--- src/hdl/pmc_defs.svh ---
// constants of the power-management capability register pair
`ifndef PMC_DEFS_SVH
`define PMC_DEFS_SVH

// configuration byte addresses of the two dwords of the structure
`define PMC_CAP_DWORD      8'h40
`define PMC_CSR_DWORD      8'h44
`define PMC_ADDR_W         8

// capabilities word field positions (upper half of the first dword)
`define PMC_CAP_LSB        16
`define PMC_D3C_BIT        15
`define PMC_EVENT_STATUS_BIT_MSB       14
`define PMC_EVENT_STATUS_BIT_LSB       11
`define PMC_D2S_BIT        10
`define PMC_D1S_BIT        9
`define PMC_AUX_MSB        8
`define PMC_AUX_LSB        6
`define PMC_DSI_BIT        5
`define PMC_CLK_BIT        3
`define PMC_VER_MSB        2
`define PMC_VER_LSB        0

// control/status word field positions (lower half of the second dword)
`define PMC_ST_BIT         15
`define PMC_SCALE_MSB      14
`define PMC_SCALE_LSB      13
`define PMC_SEL_MSB        12
`define PMC_SEL_LSB        9
`define PMC_EN_BIT         8
`define PMC_PS_MSB         1
`define PMC_PS_LSB         0

// fixed capability values
`define PMC_VER_VAL        3'h2
`define PMC_AUX_VAL        3'h1
`define PMC_AUX_NONE       3'h0
`define PMC_DSI_VAL        1'h0
`define PMC_CLK_VAL        1'h0
`define PMC_D1_SUP         1'h1
`define PMC_D2_SUP         1'h1
`define PMC_PME_LOW_SUP    4'hF
`define PMC_DATA_IMPL      1'h0

// reset values
`define PMC_SEL_RST        4'h0
`define PMC_SCALE_RST      2'h0
`define PMC_WORD_ZERO      32'h0000_0000
`define PMC_HALF_ZERO      16'h0000

`endif

--- src/hdl/pmc_pkg.sv ---
// types shared by the power-management capability block
package pmc_pkg;

  typedef enum logic [1:0]
  {
    PMC_D0,
    PMC_D1,
    PMC_D2,
    PMC_D3HOT
  } pmc_pstate_type;

  typedef enum logic
  {
    PMC_IDLE,
    PMC_ANSWER
  } pmc_cyc_type;

endpackage

--- src/hdl/pmc_strap.sv ---
// power-on capture of the d3cold event support strap
`timescale 1ns/10ps
`include "pmc_defs.svh"

module pmc_strap
(
  // clock and reset
  input  wire logic clk,
  input  wire logic rstn,
  // strap pin
  input  wire logic d3cold_strap_pin,
  // captured value
  output logic      d3cold_event_support,
  output logic      strap_valid
);

  logic done_ff;
  logic val_ff;
  logic nxt_done;
  logic nxt_val;

  // pin is caught once on the first edge after release, never under reset
  always_comb
  begin
    nxt_done = 1'b1;
    nxt_val  = done_ff ? val_ff : d3cold_strap_pin;
  end

  always_ff @(posedge clk or negedge rstn)
  begin
    if (!rstn)
    begin
      done_ff <= 1'b0;
      val_ff  <= 1'b0;
    end
    else
    begin
      done_ff <= nxt_done;
      val_ff  <= nxt_val;
    end
  end

  assign d3cold_event_support = val_ff;
  assign strap_valid          = done_ff;

endmodule

--- src/hdl/pmc_regs.sv ---
// power-management capabilities and control/status registers of one function
`timescale 1ns/10ps
`include "pmc_defs.svh"

module pmc_regs
  import pmc_pkg::*;
(
  // clock and power-on reset
  input  wire logic                   clk,
  input  wire logic                   rstn,
  // function reset from the bus, synchronous, keeps sticky bits only with cold support
  input  wire logic                   func_rst_n,
  // power-on strap
  input  wire logic                   d3cold_strap_pin,
  // configuration access
  input  wire logic                   cfg_rd,
  input  wire logic                   cfg_wr,
  input  wire logic [`PMC_ADDR_W-1:0] cfg_addr,
  input  wire logic [3:0]             cfg_be,
  input  wire logic [31:0]            cfg_wdata,
  output logic      [31:0]            cfg_rdata,
  output logic                        cfg_ack,
  // wake event from the function core
  input  wire logic                   pm_event,
  // open-drain wake pin, low while enabled
  output logic                        pme_o,
  output logic                        pme_oe,
  // current power state to the function core
  output pmc_pkg::pmc_pstate_type     power_state
);

  import pmc_pkg::*;

  // strap capture
  // a strap changed after power-on is never seen; only rstn captures it again

  logic d3c_sup;
  logic strap_ok;

  pmc_strap u_strap
  (
    .clk                  (clk),
    .rstn                 (rstn),
    .d3cold_strap_pin     (d3cold_strap_pin),
    .d3cold_event_support (d3c_sup),
    .strap_valid          (strap_ok)
  );

  // decode helpers

  // a state the function cannot enter is refused on write
  function automatic logic state_ok(input logic [1:0] code);
    logic ok;
    ok = 1'b1;
    if (code == PMC_D1)
      ok = `PMC_D1_SUP;
    else if (code == PMC_D2)
      ok = `PMC_D2_SUP;
    return ok;
  endfunction

  // event support for a power state; d3cold is handled by the strap
  function automatic logic event_ok(input logic [1:0] code);
    logic [3:0] sup;
    sup = `PMC_PME_LOW_SUP;
    return sup[code];
  endfunction

  // byte-lane mask

  logic [31:0] wmask;

  genvar gi;
  generate
    for (gi = 0; gi < 4; gi = gi + 1)
    begin : g_lane
      assign wmask[gi*8 +: 8] = {8{cfg_be[gi]}};
    end
  endgenerate

  // capabilities word, read only

  logic        any_event;
  logic [2:0]  aux_cur;
  logic [15:0] cap_word;

  always_comb
  begin
    any_event = (|`PMC_PME_LOW_SUP) | d3c_sup;
    if (`PMC_DATA_IMPL)
      aux_cur = `PMC_AUX_NONE;
    else if (!d3c_sup)
      aux_cur = `PMC_AUX_NONE;
    else
      aux_cur = `PMC_AUX_VAL;
    cap_word                              = `PMC_HALF_ZERO;
    cap_word[`PMC_D3C_BIT]                = d3c_sup;
    cap_word[`PMC_EVENT_STATUS_BIT_MSB:`PMC_EVENT_STATUS_BIT_LSB] = `PMC_PME_LOW_SUP;
    cap_word[`PMC_D2S_BIT]                = `PMC_D2_SUP;
    cap_word[`PMC_D1S_BIT]                = `PMC_D1_SUP;
    cap_word[`PMC_AUX_MSB:`PMC_AUX_LSB]   = aux_cur;
    cap_word[`PMC_DSI_BIT]                = `PMC_DSI_VAL;
    cap_word[`PMC_CLK_BIT]                = `PMC_CLK_VAL & any_event;
    cap_word[`PMC_VER_MSB:`PMC_VER_LSB]   = `PMC_VER_VAL;
  end

  // control/status state

  pmc_pstate_type pstate_ff;
  pmc_pstate_type nxt_pstate;
  logic [3:0]     sel_ff;
  logic [3:0]     nxt_sel;
  logic           st_ff;
  logic           nxt_st;
  logic           en_ff;
  logic           nxt_en;

  logic           hit_csr;
  logic           hit_cap;
  logic           wr_csr;
  logic [31:0]    wdat;
  logic [1:0]     ps_req;
  logic           st_clr;
  logic           st_set;

  always_comb
  begin
    hit_cap = (cfg_addr == `PMC_CAP_DWORD);
    hit_csr = (cfg_addr == `PMC_CSR_DWORD);
    wr_csr  = cfg_wr & hit_csr;
    wdat    = cfg_wdata & wmask;
    ps_req  = wdat[`PMC_PS_MSB:`PMC_PS_LSB];
    st_clr  = wr_csr & cfg_be[1] & wdat[`PMC_ST_BIT];
    // events before the strap is known could follow the wrong sticky policy
    st_set  = pm_event & strap_ok & (event_ok(pstate_ff) | d3c_sup);

    nxt_pstate = pstate_ff;
    nxt_sel    = sel_ff;
    nxt_st     = st_ff;
    nxt_en     = en_ff;

    // reserved bits 7:2 are never stored, so they always read zero
    if (wr_csr & cfg_be[0] & state_ok(ps_req))
      nxt_pstate = pmc_pstate_type'(ps_req);
    // select is dead without a data register and stays at its reset value
    if (wr_csr & cfg_be[1] & `PMC_DATA_IMPL)
      nxt_sel = wdat[`PMC_SEL_MSB:`PMC_SEL_LSB];
    if (wr_csr & cfg_be[1])
      nxt_en = wdat[`PMC_EN_BIT];
    // a new event in the clearing cycle is kept
    if (st_set)
      nxt_st = 1'b1;
    else if (st_clr)
      nxt_st = 1'b0;

    // function reset: power state and select go home, sticky bits stay only with cold support
    if (!func_rst_n)
    begin
      nxt_pstate = PMC_D0;
      nxt_sel    = `PMC_SEL_RST;
      if (!d3c_sup)
      begin
        nxt_st = 1'b0;
        nxt_en = 1'b0;
      end
    end
  end

  // power-on reset always clears the sticky pair; function reset clears it only without cold support
  always_ff @(posedge clk or negedge rstn)
  begin
    if (!rstn)
    begin
      pstate_ff <= PMC_D0;
      sel_ff    <= `PMC_SEL_RST;
      st_ff     <= 1'b0;
      en_ff     <= 1'b0;
    end
    else
    begin
      pstate_ff <= nxt_pstate;
      sel_ff    <= nxt_sel;
      st_ff     <= nxt_st;
      en_ff     <= nxt_en;
    end
  end

  // control/status word image

  logic [15:0] csr_word;

  always_comb
  begin
    csr_word                                = `PMC_HALF_ZERO;
    csr_word[`PMC_ST_BIT]                   = st_ff;
    csr_word[`PMC_SCALE_MSB:`PMC_SCALE_LSB] = `PMC_SCALE_RST;
    csr_word[`PMC_SEL_MSB:`PMC_SEL_LSB]     = sel_ff;
    csr_word[`PMC_EN_BIT]                   = en_ff;
    csr_word[`PMC_PS_MSB:`PMC_PS_LSB]       = pstate_ff;
  end

  // configuration answer: every access is acknowledged one cycle later

  pmc_cyc_type cyc_ff;
  pmc_cyc_type nxt_cyc;
  logic        ack_ff;
  logic        nxt_ack;
  logic [31:0] rdata_ff;
  logic [31:0] nxt_rdata;

  always_comb
  begin
    nxt_cyc   = PMC_IDLE;
    nxt_rdata = rdata_ff;
    unique case (cyc_ff)
      PMC_IDLE,
      PMC_ANSWER:
      begin
        if (cfg_rd | cfg_wr)
          nxt_cyc = PMC_ANSWER;
      end
    endcase
    // the acknowledge gets its own flop so the port does not hang off a decoder
    nxt_ack = (nxt_cyc == PMC_ANSWER);
    // unmapped dwords and left-out fields read as zero
    if (cfg_rd)
    begin
      nxt_rdata = `PMC_WORD_ZERO;
      if (hit_cap)
        nxt_rdata = {cap_word, `PMC_HALF_ZERO};
      else if (hit_csr)
        nxt_rdata = {`PMC_HALF_ZERO, csr_word};
    end
  end

  always_ff @(posedge clk or negedge rstn)
  begin
    if (!rstn)
    begin
      cyc_ff   <= PMC_IDLE;
      ack_ff   <= 1'b0;
      rdata_ff <= `PMC_WORD_ZERO;
    end
    else
    begin
      cyc_ff   <= nxt_cyc;
      ack_ff   <= nxt_ack;
      rdata_ff <= nxt_rdata;
    end
  end

  // wake pin driver

  logic drive_ff;
  logic nxt_drive;
  logic po_ff;

  always_comb
  begin
    // status rises regardless of enable; only the pin is gated
    // next values keep the pin in step with the stored bits, not one edge late
    nxt_drive = nxt_st & nxt_en;
  end

  always_ff @(posedge clk or negedge rstn)
  begin
    if (!rstn)
    begin
      drive_ff <= 1'b0;
      po_ff    <= 1'b0;
    end
    else
    begin
      drive_ff <= nxt_drive;
      po_ff    <= 1'b0;
    end
  end

  assign cfg_rdata   = rdata_ff;
  assign cfg_ack     = ack_ff;
  assign pme_o       = po_ff;
  assign pme_oe      = drive_ff;
  assign power_state = pstate_ff;

endmodule

--- config.mk ---
export PLATFORM = sky130hd
export DESIGN_NAME = pmc_regs
export DESIGN_NICKNAME = d
export VERILOG_FILES = /design/src/hdl/pmc_pkg.sv /design/src/hdl/pmc_strap.sv /design/src/hdl/pmc_regs.sv
export VERILOG_INCLUDE_DIRS = /design/src /design/src/hdl
export SDC_FILE = /design/constraint.sdc
export NUM_CORES = 1
export LEC_CHECK = 0
export BUFFER_PORTS_ARGS = -buffer_cell sky130_fd_sc_hd__buf_4
export CAP_MARGIN = 0
export CORE_AREA = 3 3 57 59
export CTS_CLUSTER_SIZE = 12
export DETAILED_ROUTE_END_ITERATION = 8
export DIE_AREA = 0 0 60 62
export GPL_TIMING_DRIVEN = 0
export PLACE_DENSITY = 0.75
export RECOVER_POWER = 50
export SETUP_SLACK_MARGIN = 0.05
export SLEW_MARGIN = 10
export SYNTH_ARGS = -nofsm -noshare
export SYNTH_HDL_FRONTEND = slang
export SYNTH_SLANG_ARGS = --single-unit
--- constraint.sdc ---
create_clock -name clk -period 2.2 [get_ports clk]
set_input_delay 0.44 -clock clk [delete_from_list [all_inputs] [get_ports clk]]
set_output_delay 0.44 -clock clk [all_outputs]
set_load 0.05 [all_outputs]
After elaboration in Yosys (flattened, before gate mapping)
Cells that the tools add are included.
- add/sub/neg operators: 0
- $mul: 0
- divide/modulo/power cells: 0
- order comparisons: 1
- equal/unequal tests: 3
- shift-type cells: 0
- mux-type cells: 15
- bitwise logic cells: 10
- reductions and logical operators: 0
- operators by type and width (operator ; number):
    two-way mux 32 bit ; 1
    AND 16 bit ; 1
    == test 8 x 7 -> 1 bit, second input constant ; 2
    two-way mux 16 bit ; 1
    two-way mux 1 bit ; 10
    AND 1 bit ; 7
    two-way mux 2 bit ; 2
    < comparator 2 x 3 -> 1 bit, second input constant ; 1
    binary-select mux 1 bit (select 2 bit) ; 1
    inequality test 2 x 1 -> 1 bit, second input constant ; 1
    OR 1 bit ; 2
- register bits after elaboration: 40
- bits in latches: 0
- RAM bits: 0
- bits in read-only memories: 0
- input port bits: 51
- output and inout port bits: 37
- memories kept: 0

Depth between registers and ports, before layout
- depth after elaboration: 9
- mapped depth: 3
- gate-level depth less buffers: 3

Hierarchy
Synthesis repeated with hierarchy kept, for this count alone.
- cells, all modules: 86
- area, all modules: 844.6 um^2
- by module, submodules not included (module ; times used ; cells each ; area an instance (um^2) ; seq. area each (um^2)):
    pmc_regs ; 1 ; 82 ; 775.7 ; 300.3
    pmc_strap ; 1 ; 4 ; 68.8 ; 50.0

Least setup slack after synthesis
Ideal clock, no wire load.
- path kind: input port to flip-flop
- from: in cfg_addr[5]
- to: reg drive_ff (netlist: pme_oe)
- library setup time: 0.125 ns
- arrival time: 1.566 ns
- required time: 2.075 ns
- setup slack: 0.510 ns
- stages on the path: 3
- buffers on the path: 0
- cell sequence: or4b_4 nor3_2 mux2_2
- word-level cells in the longest chain between the ends: 9
- elaborated cells on any way between the ends: 12
- classes of those cells: eq/ne (1); mux (7); bitwise (4)
- RTL lines (what ; line ; text):
    from (decl) ; pmc_regs.sv:18 ; input wire logic [`PMC_ADDR_W-1:0] cfg_addr,
    == test 8 x 7 -> 1 bit (no source line) (*) ; -- ;
    AND 1 bit (*) ; pmc_regs.sv:130 ; wr_csr = cfg_wr & hit_csr;
    AND 1 bit (*) ; pmc_regs.sv:133, pmc_regs.sv:148 ;
    AND 1 bit ; pmc_regs.sv:133 ; st_clr = wr_csr & cfg_be[1] & wdat[`PMC_ST_BIT];
    two-way mux 1 bit ; pmc_regs.sv:153 ; else if (st_clr)
    two-way mux 1 bit ; pmc_regs.sv:151 ; if (st_set)
    two-way mux 1 bit ; pmc_regs.sv:161 ; if (!d3c_sup)
    two-way mux 1 bit ; pmc_regs.sv:157 ; if (!func_rst_n)
    AND 1 bit (*) ; pmc_regs.sv:262 ; nxt_drive = nxt_st & nxt_en;
    net nxt_drive ; pmc_regs.sv:255 ; logic nxt_drive;
    to (signal assigned) ; pmc_regs.sv:274 ; drive_ff <= nxt_drive;
    to (decl) ; pmc_regs.sv:254 ; logic drive_ff;
The timed path passes the listed nets; every way through them passes the cells marked *.
A chain may end at the register's enable or synchronous reset.

Final worst setup path
Same ends and word-level chain as after synthesis.

==> results.toml <==
[outcome]
status = "finished clean"

[worst_hold_path]
min_path_cells = 2
min_path_type = "in -> reg"

[finish]
diodes = 0
syn_to_final_growth_pct = 47.32
utilization_pct = 44.92
final_net_count = 199
postLayoutCellArea_sq_mm = 0.001239
drive_above_1_share_pct = 46.58

[timing]
worst_slew_pin_slew_ps = 723.5
fmax_mhz = 623.9
fin_setup_tns_ps = 0
finalSetupViolCount = 0
finClkSkew_ps = 3.067
fin_crit_ps = 1603
fin_crit_sh_pct = 72.86
hold_viol_final = 0
relSlewSlack_pct = 51.77
rsz0062_at_grt = "no"
hold_slack_ps = 391.1
slew_viol_final = 0

[worst_setup_path]
critical_path_class = "in -> reg"
ff2ff_setup_slack_ps = 1090
start_kind = "primary input"
crit_path_start = "cfg_addr[5]"
endpoint = "pme_oe"
path_max_fanout = 4
rr_startpoint = "u_strap.d3cold_event_support"
cp.depth = 4
cpLargestDelayFamily = "simple AND/OR/NAND/NOR gates"
max_stage_delay_ps = 570
cp_slowest_cell = "or4b_4"
arrival_ps = 1760
r2r_cells = 3
cp-end-kind = "register"
worstReg2RegEnd = "pme_oe"
critPathBufInv = 1
crit_chain = "clkbuf_4, or4b_4, nor3_2, mux2_2"
cp_data_required_time_ps = 2360

[power_and_ir_drop]
powerDensity_mw_per_mm2 = 464.0
p_leak_nw = 0.6569
vdd.ir_drop.worst_uv = 273.2

[floorplanning]
chipWidth_um = 60
fp.dieH_um = 62
core_sq_mm = 0.002758
rows = 19
dieArea_sq_mm = 0.003720
initial_utilization_pct = 30.49
ios = 88

[synth]
yosys_warnings = 0
synthesis.area_sq_um = 840.8
ys_types = 23
synth-seq-area-share_pct = 41.67
dominantRegCellSynth = "dfrtp_1"
synth_edf_count = 0
yosys_register_bits = 14
synthCells = 86
synth.avg_cell_area_sq_um = 9.777
synthArstFlopShare_pct = 100.0

[job]
drv_cap = 0

[clock_network]
clk_latency_ps = 270
cts.sinks = 14
h-tree-depth = 1
cts.clk_slew.worst_paths_ps = 70
post_cts_buffers = 0
cts_buffers = 3
cts_root_buf = "clkbuf_4"
cts-resized-gates = 0
cts_buffer_depth = 2
cts_tree = "built"

[placement]
io_buffers = 37
dpl_cell_area_sq_mm = 0.001229
place_congestion = 0.8460
hpwl_um = 1529

[drt]
wl_um = 1727
ant_nets = 0
wl_per_cell_um = 9.757
drt_iter0_drc = 17
dr.pass1.iters = 4
viasPerCell = 3.932
num_vias = 696
post-route-drc-count = 0

[grt]
grt_max_degree = 15
grt_pass1_vias = 641
grt_antenna_before_repair = 0
grt.total_usage_pct = 9.375
gr-total-overflow = 0
grt_pass1_wl_um = 2587
==> how the worst min path moves through the flow <==
stage / start / end
floorplan: rstn / cfg_ack
CTS: cfg_wr / cfg_ack
finish: cfg_rd / cfg_rdata[22]
detailed placement: rstn / cfg_rdata[8]
global placement: rstn / cfg_rdata[8]
global route: cfg_rd / cfg_rdata[22]
==> where the power goes <==
group | total [mW] | switching [mW] | internal, mW
Sequential | 0.270 | 0.00565 | 0.264
Combinational | 0.170 | 0.111 | 0.0588
Clock | 0.135 | 0.0717 | 0.0634
==> per-stage QoR <==
step                      instances  setup slack [ps]  power (mW)
after floorplan                 105             509.5      0.4014
after global placement          173             341.3      0.4427
after detailed placement        173             314.2      0.4453
after CTS                       177             606.1      0.5828
after global routing            177             545.5      0.6040
final                           177             597.1      0.5747
==> area by class of cell <==
type / count / area [sq um]
clock buffer: 3 / 22.52
inverter: 7 / 26.28
fill: 278 / 1519
sequential: 14 / 350.3
multi-input combinational: 57 / 332.8
timing repair buffer: 38 / 265.3
buffer: 27 / 202.7
tap: 31 / 38.79
==> cell families (layout without fill, tap and decap cells) <==
logic type / Yosys count / count (layout) / synth area share [%]
AOI/OAI and AO/OA: 12 / 12 / 9.376
buffers and inverters: 34 / 75 / 27.23
DFF: 14 / 14 / 41.67
muxes: 5 / 5 / 6.250
other: 2 / 21 / 0.8932
and+or+nand+nor: 19 / 19 / 14.58
==> cell usage in the layout (no fill, tap or decap) <==
master,count
a21oi_1,2
a31oi_1,1
buf_4,57
clkbuf_1,6
clkbuf_4,4
conb_1,21
dfrtp_1,14
dlygate4sd3_1,1
inv_1,7
mux2_2,2
mux2i_1,3
nand2_1,7
nand2b_1,1
nand3_1,1
nand4_1,1
nor2_1,1
nor3_1,1
nor3_2,1
nor4_1,1
nor4b_1,1
o21ai_0,4
o2bb2ai_1,4
o31ai_1,1
or2_2,1
or3_4,1
or4b_4,2
==> repair_timing <==
item	in CTS	in global routing
hold buffers	1	0
endpoints found under the setup margin	0	0
hold endpoints to repair	7	0
==> per-layer routing <==
metal / share of wire, % / up-vias / routed length, um / GRT usage, %
met3: 13 / 3 / 223 / 4.339
met1: 35 / 296 / 612 / 9.669
met4: 1.1 / 0 / 19 / 3.165
met2: 50 / 36 / 872 / 16.82
met5: 0 / - / 0 / 0
li1: - / 361 / - / -
==> flip-flops by register name, summed over array words and instances (netlist names) <==
signal / count
cfg_ack: 1
cfg_rdata: 6
en_ff: 1
pme_oe: 1
power_state: 2
st_ff: 1
u_strap.d3cold_event_support: 1
u_strap.strap_valid: 1
==> synthesized netlist by cell type, drive strengths merged, types with 2 or more instances <==
library cell	count	area [sq um]
a21oi	2	10.01
buf	27	202.7
conb	2	7.510
dfrtp	14	350.3
inv	7	26.28
mux2	2	22.52
mux2i	3	30.03
nand2	7	26.28
nor3	2	15.01
o21ai	4	20.02
o2bb2ai	4	35.03
or4b	2	27.53
Note: power is estimated with default switching activity, not from simulation.
